$ cat config.mk
export PLATFORM = sky130hd
export DESIGN_NAME = apr_ctrl
export DESIGN_NICKNAME = d
export VERILOG_FILES = /design/src/apr_pkg.sv /design/src/apr_pins_if.sv /design/src/apr_pin_reg.sv /design/src/apr_ctrl.sv
export SDC_FILE = /design/constraint.sdc
export NUM_CORES = 1
export LEC_CHECK = 0
export BUFFER_PORTS_ARGS = -buffer_cell sky130_fd_sc_hd__buf_4
export CORE_AREA = 2 2 132 134
export DETAILED_ROUTE_END_ITERATION = 10
export DIE_AREA = 0 0 134 136
export PLACE_DENSITY = 0.62
export SYNTH_ARGS = -nofsm -noshare
export SYNTH_HDL_FRONTEND = slang
export SYNTH_SLANG_ARGS = --single-unit
$ cat constraint.sdc
create_clock -name core_clk -period 1.9 [get_ports core_clk]
set_input_delay 0.38 -clock core_clk [delete_from_list [all_inputs] [get_ports core_clk]]
set_output_delay 0.38 -clock core_clk [all_outputs]
set_load 0.1 [all_outputs]
$ cat src/apr_pkg.sv
// Package with pin timing, address layout and command codes for the memory port controller
package apr_pkg;
  // Core clock period
  localparam int CLK_PERIOD_NS = 40;
  // Device timing figures in their own units
  localparam int READ_CYCLE_NS = 70;
  localparam int PAGE_CYCLE_NS = 20;
  localparam int WRITE_PULSE_NS = 70;
  localparam int DATA_SETUP_NS = 20;
  localparam int CS_HIGH_NS = 10;
  localparam int CFG_SETUP_NS = 10;
  localparam int CFG_SETUP_MAX_NS = 500;
  localparam int CS_TO_CFG_NS = 5;
  localparam int CS_LOW_LIMIT_US = 10;
  // Cycle counts: least times round up, longest times round down
  function automatic int ceil_cyc(input int ns);
    ceil_cyc = (ns + CLK_PERIOD_NS - 1) / CLK_PERIOD_NS;
    if (ceil_cyc < 1) ceil_cyc = 1;
  endfunction
  localparam int READ_CYC = ceil_cyc(READ_CYCLE_NS);
  localparam int PAGE_CYC = ceil_cyc(PAGE_CYCLE_NS);
  localparam int WRITE_CYC = ceil_cyc(WRITE_PULSE_NS);
  localparam int CS_HIGH_CYC = ceil_cyc(CS_HIGH_NS);
  localparam int CFG_SETUP_CYC = ceil_cyc(CFG_SETUP_NS);
  localparam int CS_TO_CFG_CYC = ceil_cyc(CS_TO_CFG_NS);
  localparam int CS_LOW_LIMIT_CYC = (CS_LOW_LIMIT_US * 1000) / CLK_PERIOD_NS;
  // Address layout
  localparam int ADDR_W = 21;
  localparam int PAGE_LSB = 4;
  localparam int PAGE_MSB = 18;
  localparam int TOP_ADDR_BIT = 20;
  localparam int DATA_W = 16;
  // Page enable bit in the refresh configuration word
  localparam int CFG_PAGE_BIT = 7;
  // Host commands
  typedef enum logic [1:0] {APR_CMD_READ, APR_CMD_WRITE, APR_CMD_CFG} apr_cmd_e;
  localparam logic [3:0] TIMER_ZERO = 4'h0;
endpackage

$ cat src/apr_pins_if.sv
// Interface carrying the memory pin group between the sequencer and the pin register
`timescale 1ns/1ps
interface apr_pins_if;
  logic        cs_n;
  logic        oe_n;
  logic        we_n;
  logic        ub_n;
  logic        lb_n;
  logic        cfg_n;
  logic [20:0] addr;
  logic [15:0] dout;
  logic        dout_en;
  modport seq (output cs_n, oe_n, we_n, ub_n, lb_n, cfg_n, addr, dout, dout_en);
  modport pin (input cs_n, oe_n, we_n, ub_n, lb_n, cfg_n, addr, dout, dout_en);
endinterface

$ cat src/apr_pin_reg.sv
// Output flip-flops for every memory pin, so pins never glitch
`timescale 1ns/1ps
module apr_pin_reg (
  // Clock and reset
  input  wire logic        core_clk,
  input  wire logic        resetn,
  // From sequencer
  apr_pins_if.pin          pins,
  // Device pins
  output logic             chip_select_n,
  output logic             output_enable_n,
  output logic             write_enable_n,
  output logic             upper_byte_enable_n,
  output logic             lower_byte_enable_n,
  output logic             sleep_config_n,
  output logic [20:0]      mem_addr,
  output logic [15:0]      data_io_out,
  output logic             data_io_oe
);
  typedef struct packed {
    logic        cs_n, oe_n, we_n, ub_n, lb_n, cfg_n;
    logic [20:0] addr;
    logic [15:0] dout;
    logic        den;
  } apr_pin_s;
  apr_pin_s st_q, st_d;

  // Copy the requested pin levels
  always_comb begin
    st_d = '{pins.cs_n, pins.oe_n, pins.we_n, pins.ub_n, pins.lb_n, pins.cfg_n,
             pins.addr, pins.dout, pins.dout_en};
  end

  // Idle bus after reset: all strobes high, bus released
  always_ff @(posedge core_clk) begin
    if (!resetn) begin
      st_q <= '{1'b1, 1'b1, 1'b1, 1'b1, 1'b1, 1'b1, 21'h00_0000, 16'h0000, 1'b0};
    end else begin
      st_q <= st_d;
    end
  end

  assign chip_select_n       = st_q.cs_n;
  assign output_enable_n     = st_q.oe_n;
  assign write_enable_n      = st_q.we_n;
  assign upper_byte_enable_n = st_q.ub_n;
  assign lower_byte_enable_n = st_q.lb_n;
  assign sleep_config_n      = st_q.cfg_n;
  assign mem_addr            = st_q.addr;
  assign data_io_out         = st_q.dout;
  assign data_io_oe          = st_q.den;
endmodule

$ cat src/apr_ctrl.sv
// Host-side controller driving an asynchronous page-capable pseudo-static memory
`timescale 1ns/1ps
module apr_ctrl #(
  parameter int CS_LOW_LIMIT = apr_pkg::CS_LOW_LIMIT_CYC
) (
  // Clock and reset
  input  wire logic        core_clk,
  input  wire logic        resetn,
  // Host request
  input  wire logic        req_valid,
  output logic             req_ready,
  input  wire logic [1:0]  req_cmd,
  input  wire logic [20:0] req_addr,
  input  wire logic [15:0] req_wdata,
  input  wire logic [1:0]  req_byte_en,
  // Read answer
  output logic             rsp_valid,
  output logic [15:0]      rsp_rdata,
  // Status
  output logic             page_mode_on,
  // Device pins
  output logic             chip_select_n,
  output logic             output_enable_n,
  output logic             write_enable_n,
  output logic             upper_byte_enable_n,
  output logic             lower_byte_enable_n,
  output logic             sleep_config_n,
  output logic [20:0]      mem_addr,
  output logic [15:0]      data_io_out,
  output logic             data_io_oe,
  input  wire logic [15:0] data_io_in
);
  // A limit shorter than one random read plus the page close cannot be met
  if (CS_LOW_LIMIT < apr_pkg::READ_CYC + 4) begin : g_bad_limit
    $error("CS_LOW_LIMIT too small");
  end

  typedef enum logic [2:0] {
    S_IDLE, S_READ, S_PAGE, S_HOLD, S_WRITE, S_CFG_SET, S_GAP, S_CS_WAIT
  } apr_state_e;

  typedef struct packed {
    apr_state_e  state;
    logic [3:0]  tmr;
    logic [31:0] cs_low_cnt;
    logic        cs_n, oe_n, we_n, cfg_n;
    logic [1:0]  ben_n;
    logic [20:0] addr;
    logic [15:0] wdata;
    logic        den;
    logic        open_page;
    logic        page_en;
    logic        rsp;
    logic [15:0] rdata;
  } apr_ctl_s;

  apr_ctl_s   s_q, s_d;
  apr_pins_if pins ();

  // Same page when bits 18 to 4 match; the low nibble and bit 19 may differ
  function automatic logic same_page(input logic [20:0] a, input logic [20:0] b);
    same_page = a[apr_pkg::PAGE_MSB:apr_pkg::PAGE_LSB] == b[apr_pkg::PAGE_MSB:apr_pkg::PAGE_LSB];
  endfunction

  // Address with the unused top bit forced low
  function automatic logic [20:0] clean_addr(input logic [20:0] a);
    clean_addr = a;
    clean_addr[apr_pkg::TOP_ADDR_BIT] = 1'b0;
  endfunction

  // Lane data kept only where the byte enable was active
  function automatic logic [15:0] lane_mask(input logic [15:0] d, input logic [1:0] bn);
    lane_mask = {bn[1] ? 8'h00 : d[15:8], bn[0] ? 8'h00 : d[7:0]};
  endfunction

  logic [1:0] ben_n_req;
  logic       page_hit;
  logic       cs_over;

  assign ben_n_req = ~req_byte_en;
  // A page hit needs page mode, an open read, matching bits 18 to 4 and a read request
  assign page_hit  = s_q.open_page && s_q.page_en && (req_cmd == 2'(apr_pkg::APR_CMD_READ))
                     && same_page(s_q.addr, clean_addr(req_addr));
  assign cs_over   = s_q.cs_low_cnt >= 32'(CS_LOW_LIMIT - apr_pkg::PAGE_CYC - 2);
  // Ready only where the request is served at once; a page close must not swallow it
  assign req_ready = (s_q.state == S_IDLE)
                     || (s_q.state == S_HOLD && page_hit && !cs_over);

  // Sequencer: one request at a time, strobes paced by the timer
  always_comb begin
    s_d     = s_q;
    s_d.rsp = 1'b0;
    if (s_q.tmr != apr_pkg::TIMER_ZERO) s_d.tmr = s_q.tmr - 4'h1;
    // Count chip select low time in every state; chip select high clears the count
    s_d.cs_low_cnt = s_q.cs_n ? 32'h0000_0000 : s_q.cs_low_cnt + 32'h0000_0001;
    case (s_q.state)
      S_IDLE, S_HOLD: begin
        if (s_q.state == S_HOLD && (cs_over || (req_valid && !page_hit))) begin
          // Close the page: toggle chip select high before anything else
          s_d.cs_n = 1'b1;
          s_d.oe_n = 1'b1;
          s_d.ben_n = 2'b11;
          s_d.open_page = 1'b0;
          s_d.tmr = 4'(apr_pkg::CS_HIGH_CYC);
          s_d.state = S_GAP;
        end else if (req_valid && page_hit) begin
          // Only the low nibble and bit 19 can move; page access time suffices
          s_d.addr = clean_addr(req_addr);
          s_d.ben_n = ben_n_req;
          s_d.tmr = 4'(apr_pkg::PAGE_CYC);
          s_d.state = S_PAGE;
        end else if (req_valid && s_q.state == S_IDLE) begin
          s_d.addr = clean_addr(req_addr);
          s_d.ben_n = ben_n_req;
          s_d.wdata = req_wdata;
          if (req_cmd == 2'(apr_pkg::APR_CMD_READ)) begin
            s_d.cs_n = 1'b0;
            s_d.oe_n = 1'b0;
            s_d.we_n = 1'b1;
            s_d.tmr = 4'(apr_pkg::READ_CYC);
            s_d.state = S_READ;
          end else if (req_cmd == 2'(apr_pkg::APR_CMD_CFG)) begin
            // Chip select already high for the gap; now drop the config pin
            s_d.cfg_n = 1'b0;
            s_d.oe_n = 1'b1;
            s_d.tmr = 4'(apr_pkg::CFG_SETUP_CYC);
            s_d.state = S_CFG_SET;
          end else begin
            // Full write cycle; address, data and strobes move together
            s_d.cs_n = 1'b0;
            s_d.we_n = 1'b0;
            s_d.oe_n = 1'b1;
            s_d.den = 1'b1;
            s_d.tmr = 4'(apr_pkg::WRITE_CYC);
            s_d.state = S_WRITE;
          end
        end
      end
      S_READ, S_PAGE: begin
        if (s_q.tmr == apr_pkg::TIMER_ZERO) begin
          s_d.rdata = lane_mask(data_io_in, s_q.ben_n);
          s_d.rsp = 1'b1;
          s_d.open_page = 1'b1;
          s_d.state = S_HOLD;
        end
      end
      S_CFG_SET: begin
        if (s_q.tmr == apr_pkg::TIMER_ZERO) begin
          // Setup met well inside the 500 ns ceiling
          s_d.cs_n = 1'b0;
          s_d.we_n = 1'b0;
          s_d.den = 1'b1;
          s_d.tmr = 4'(apr_pkg::WRITE_CYC);
          s_d.state = S_WRITE;
        end
      end
      S_WRITE: begin
        if (s_q.tmr == apr_pkg::TIMER_ZERO) begin
          // All strobes rise together; data and config pin still held this edge
          s_d.cs_n = 1'b1;
          s_d.we_n = 1'b1;
          s_d.ben_n = 2'b11;
          s_d.tmr = 4'(apr_pkg::CS_HIGH_CYC);
          s_d.state = S_CS_WAIT;
        end
      end
      S_CS_WAIT: begin
        // Drop drive and config pin one edge after the strobes rose
        s_d.den = 1'b0;
        s_d.cfg_n = 1'b1;
        if (s_q.cfg_n == 1'b0) s_d.page_en = s_q.wdata[apr_pkg::CFG_PAGE_BIT];
        s_d.state = S_GAP;
      end
      S_GAP: begin
        if (s_q.tmr == apr_pkg::TIMER_ZERO) s_d.state = S_IDLE;
      end
      default: s_d.state = S_IDLE;
    endcase
  end

  // State register
  always_ff @(posedge core_clk) begin
    if (!resetn) begin
      s_q <= '{S_IDLE, 4'h0, 32'h0000_0000, 1'b1, 1'b1, 1'b1, 1'b1, 2'b11,
               21'h00_0000, 16'h0000, 1'b0, 1'b0, 1'b0, 1'b0, 16'h0000};
    end else begin
      s_q <= s_d;
    end
  end

  // Hand pin levels to the pin register
  assign pins.cs_n    = s_d.cs_n;
  assign pins.oe_n    = s_d.oe_n;
  assign pins.we_n    = s_d.we_n;
  assign pins.ub_n    = s_d.ben_n[1];
  assign pins.lb_n    = s_d.ben_n[0];
  assign pins.cfg_n   = s_d.cfg_n;
  assign pins.addr    = s_d.addr;
  assign pins.dout    = s_d.wdata;
  assign pins.dout_en = s_d.den;

  apr_pin_reg u_pins (
    .core_clk            (core_clk),
    .resetn              (resetn),
    .pins                (pins),
    .chip_select_n       (chip_select_n),
    .output_enable_n     (output_enable_n),
    .write_enable_n      (write_enable_n),
    .upper_byte_enable_n (upper_byte_enable_n),
    .lower_byte_enable_n (lower_byte_enable_n),
    .sleep_config_n      (sleep_config_n),
    .mem_addr            (mem_addr),
    .data_io_out         (data_io_out),
    .data_io_oe          (data_io_oe)
  );

  assign rsp_valid    = s_q.rsp;
  assign rsp_rdata    = s_q.rdata;
  assign page_mode_on = s_q.page_en;
endmodule

### After elaboration in Yosys (flattened, before gate mapping)

Cells that the tools add are included.

| cells by class | value |
|---|---|
| reductions and logical operators | 38 |
| divide/modulo/power cells | 0 |
| order comparisons | 1 |
| eq/ne operators | 26 |
| bitwise operators | 5 |
| shift-type cells | 0 |
| $mul | 0 |
| multiplexer cells | 41 |
| add/sub/neg operators | 2 |

Operators with widths:

| cell | number |
|---|---|
| 44-bit two-way mux | 1 |
| 7-bit two-way mux | 6 |
| 38-bit two-way mux | 1 |
| 37-bit two-way mux | 1 |
| 17-bit two-way mux | 2 |
| 32-bit by 1-bit adder with 32-bit output (second input constant) | 1 |
| 32-bit by 8-bit greater-or-equal comparator with 1-bit output (second input constant) | 1 |
| 2-bit != test (second input constant) | 12 |
| 23-bit two-way mux | 1 |
| 3-bit one-hot mux with 6 select lines | 1 |
| 8-bit two-way mux | 2 |
| 15-bit equality test | 1 |
| 7-bit AND reduction | 2 |
| 3-bit equality test (second input constant) | 4 |
| 4-bit one-hot mux with 3 select lines | 1 |
| 3-bit AND reduction | 4 |
| 6-bit AND reduction | 2 |
| 1-bit logical AND | 9 |
| 1-bit two-way mux | 9 |
| 3-bit two-way mux | 3 |
| 3-bit != test (second input constant) | 3 |
| 1-bit one-hot mux with 3 select lines | 3 |
| 2-bit two-way mux | 4 |
| 4-bit two-way mux | 2 |
| other kinds (21) | 37 |

| storage, ports and cells | value |
|---|---|
| ROM bits | 0 |
| register bits | 104 |
| word-level logic and storage cells | 130 |
| memories kept | 0 |
| memory bits (writable) | 0 |
| latch bits | 0 |

### Depth between registers and ports, before layout

| logic depth | value |
|---|---|
| depth in word-level cells | 9 |
| gate-level depth with buffers | 10 |
| depth with buffers taken out | 10 |

### By module

Synthesis repeated with hierarchy kept, for this count alone.

| second synthesis, totals | value |
|---|---|
| cells, all modules | 679 |
| area, all modules | 6199.7 um2 |

Modules (own cells, without submodules):

| module | cells each | area an instance (um2) | sequential area each (um2) | instances |
|---|---|---|---|---|
| apr_ctrl | 587 | 5019.8 | 2042.0 | 1 |
| apr_pin_reg | 92 | 1179.9 | 880.8 | 1 |

### Worst setup path before layout

OpenSTA, ideal clock, no wires.

| path | value |
|---|---|
| kind | flip-flop to output port |
| from | register s_q (netlist bit page_mode_on) |
| to | output req_ready |
| path buffers | 1 |
| arrival | 3.130 ns |
| slack | -1.610 ns |
| cell stages (with the launch flop) | 7 |
| cell sequence | dfxtp_1 -> nand4bb_1 -> nor4_1 -> and4_1 -> clkbuf_1 -> a21oi_1 -> nor2_1 |

| between the ends | value |
|---|---|
| longest elaborated chain between the ends | 6 |

RTL lines:

| element | RTL line | source |
|---|---|---|
| start, declared | apr_ctrl.sv:57 | `apr_ctl_s s_q, s_d;` |
| start signal, assigned | apr_ctrl.sv:184 | `s_q <= '{S_IDLE, 4'h0, 32'h0000_0000, 1'b1, 1'b1, 1'b1, 1'b1, 2'b11,` |
| 1-bit logical AND (2 in series) | apr_ctrl.sv:82 | `assign page_hit = s_q.open_page && s_q.page_en && (req_cmd == 2'(apr_pkg::APR_CMD_READ))` |
| 1-bit logical AND | apr_ctrl.sv:83 | `&& same_page(s_q.addr, clean_addr(req_addr));` |
| 1-bit logical AND (2 in series) | apr_ctrl.sv:87 | `\|\| (s_q.state == S_HOLD && page_hit && !cs_over);` |
| 1-bit logical OR | apr_ctrl.sv:87 |  |
| end, declared | apr_ctrl.sv:11 | `output logic req_ready,` |

No other way between the ends.

==> impl_results.md <==
- Leading cell type in the layout, fill and taps excluded: buf_4
- Worst slew pin tran: 687 ps
- Combinational family with the most area after synthesis: simple AND/OR/NAND/NOR gates
- Worst Path Max Fanout: 2
- Setup CP Type: reg -> out
- Final instance area: 7340 um^2
- Final Non-Filler Cells: 963
- First-pass GRT wire length: 20,500 um
- CTS Buffer Depth: 2
- Synthesized area: 4930 um^2
- Min-Delay Path Class: in -> reg
- Area share of the largest cell type after synthesis: 41.0%
- Inserted Diodes: 0
- Largest delay share family, worst path: simple AND/OR/NAND/NOR gates
- Row Count: 48
- Drt initial violations: 137
- Core Area: 16,900 um^2
- Worst-path clk slew: 70 ps
- Port Buffers: 120
- CP peak stage delay: 340 ps
- Grt ovf: 0
- Worst Setup End Kind: primary output
- DR pass1 iterations: 4
- Gr usage total: 14.1%
- Setup WS post-layout: -405 ps
- Vias per cell: 4.63
- Yosys top cell by area: dfxtp_1
- Crit path launch type: flip-flop
- Unique masters post-synth: 55
- Status: finished, violations left
- Number of global-route vias before repair: 4,243
- Final HPWL DP: 9200 um
- Post-synthesis sequential area ratio: 41.0%
- Post-Synth XOR/XNOR Area: 6.93%
- Post-Place Worst Slack: -314 ps
- Yosys warnings: 0
- Initial Utilization: 29.2%
- Slew headroom: 54.0%
- Failing checks: setup timing
- Hold_sp: data_io_in[4]
- Final GP Congestion: 0.811
- Final ANT Viol Nets: 0
- Die area: 18,200 um^2
- Setup crit start: u_pins.mem_addr[7]
- Crit-path cells: xor2_1, nor4_1, and4_1, a21oi_2, nor2_4, buf_12
- Total power: 0.00929 W
- TritonCTS clock tree: done
- Predominant post-synthesis flop cell: dfxtp_1
- Final nets: 797
- Cell-internal power: 0.00515 W
- Sw Share: 44.6%
- Worst r2r src: s_q[71]
- Cts bufs inserted: 9
- Buf/Inv on CP: 1
- Simple-Gate Fraction of Synth Area: 23.1%
- RSZ-0062 raised after global routing: true
- Via count: 4,457
- Fraction of the mapped netlist area in adder cells: 1.02%
- P_sw: 0.00415 W
- Share of layout cells above drive strength 1: 45.4%
- Max Clk Rate: 434 MHz
- Pin count of the biggest net entering global routing: 46
- I/O pins: 123
- Hold Buf Count CTS: 0
- Final slew viol count: 0
- Die span in y: 136 um
- Clk_lat worst skew: 350 ps
- Post-synthesis net count: 635
- Fin crit period: 2300 ps
- Final core occ: 43.5%
- Leakage power: 3.16 nW
- Wire length per cell: 13.6 um
- Final Hold Vio Count: 0
- Dpl cell area: 6400 um^2
- Final setup vio count: 47
- Width of the die: 134 um
- Post-Place Cells: 934
- Worst Path Required: 1520 ps
- DRC Markers: 0
- Max cap viols: 0
- Mean Syn Cell Area: 8.63 um^2
- Synth area leaders: dfxtp_1 41%, buf_4 8.1%, xor2_1 5.2%
- Clock Power Share: 21.0%
- CP max-delay cell: nor4_1
- Asr flop ratio synth: 0%
- Arr. time, crit path: 1920 ps
- CTS Root Cell: clkbuf_16
- Gate count after technology mapping: 571
- Skew final: 8.12 ps
- #FFs+latches synth: 101
- Post-synthesis compound-gate area fraction: 13.2%
- Post-synthesis mux area share: 3.25%
- Power share of the sequential group: 27.9%
- DRT Wirelength: 13,100 um
- Clk sinks: 101
- Max IR drop VDD: 0.000843 V
- P per Cell Area: 1270 nW/um^2
- Synth-to-Final Area Change: 48.9%
- Htree depth: 3
- Post-synth EDFFs: 0
- Combinational Power Share: 51.1%
- Most frequent cells in the layout: 209 x buf_4, 83 x dfxtp_1, 50 x nand2_1, 48 x nor2_1, 26 x xor2_1
- Initial antenna violation count: 0
- Period utilization: 121%
==> state kept, by name, indices dropped and copies added (netlist names) <==
name,flops
page_mode_on,1
rsp_rdata,16
rsp_valid,1
s_q,44
u_pins.chip_select_n,1
u_pins.data_io_oe,1
u_pins.data_io_out,16
u_pins.mem_addr,20
u_pins.sleep_config_n,1
==> worst reg2reg max path: cells and delay by family, from the launching register on <==
kind	cells	cell delay, ps
compound gates	2	500
buf+inv	2	260
flops	1	340
simple gates	4	1010
==> layout make-up <==
type | count | area (um^2)
clock inverter | 6 | 67.6
clock buffer | 10 | 250
multi-input combinational | 377 | 2760
timing repair buffer | 230 | 1880
sequential | 101 | 2050
fill | 1633 | 9540
inverter | 14 | 52.6
tap | 225 | 282
==> cell usage after synthesis (all sizes together), types with 16 or more instances <==
cell / n
clkbuf: 20
o21ai: 40
a21oi: 18
nor2b: 20
nand2: 53
nor2: 50
mux2i: 16
dfxtp: 101
xor2: 29
a22o: 16
buf: 59
nand3: 36
nor4: 17
==> what timing repair did <==
action	4_1_cts	5_1_grt
pin swaps	46	14
buffers inserted	8	8
setup endpoints to repair	51	72
gates resized for setup	69	42
gates cloned	3	0
==> layer usage <==
layer / global-route usage (%) / part of all wire, %
met1: 17.0 / 45
met2: 24.7 / 48
met3: 2.80 / 5.1
met4: 5.56 / 2.1
met5: 0 / 0
==> stage by stage <==
step / setup TNS [ps] / hold WS [ps]
floorplan: -611 / 430
global placement: -13010 / 445
detailed placement: -12160 / 450
CTS: -5230 / 227
global route: -12460 / 232
finish: -7250 / 236
==> kinds of logic after synthesis <==
| family | after synthesis |
|---|---|
| AOI/OAI and AO/OA | 98 |
| xor gates and xnor gates | 39 |
| and+or+nand+nor | 219 |
| buffers and inverters | 93 |
| muxes | 16 |
| DFF | 101 |
| adders and majority gates | 4 |
| other | 1 |
==> power by group through the flow <==
stage,Combinational [W],Clock [W],Sequential [W]
2_1_floorplan,0.00281,0,0.00296
5_1_grt,0.00498,0.00210,0.00263
3_5_place_dp,0.00420,0,0.00262
6_report,0.00474,0.00195,0.00259
4_1_cts,0.00467,0.00203,0.00259
3_3_place_gp,0.00420,0,0.00262
==> path summary, 6_finish.rpt <==
check | endpoint | slack (ps) | depth (start not counted)
max | req_ready | -400 | 6
min | rsp_rdata[4] | 240 | 2
max reg2reg | s_q[61] | -330 | 8
min reg2reg | u_pins.data_io_oe | 460 | 2
(Power assumes the default switching activity.)
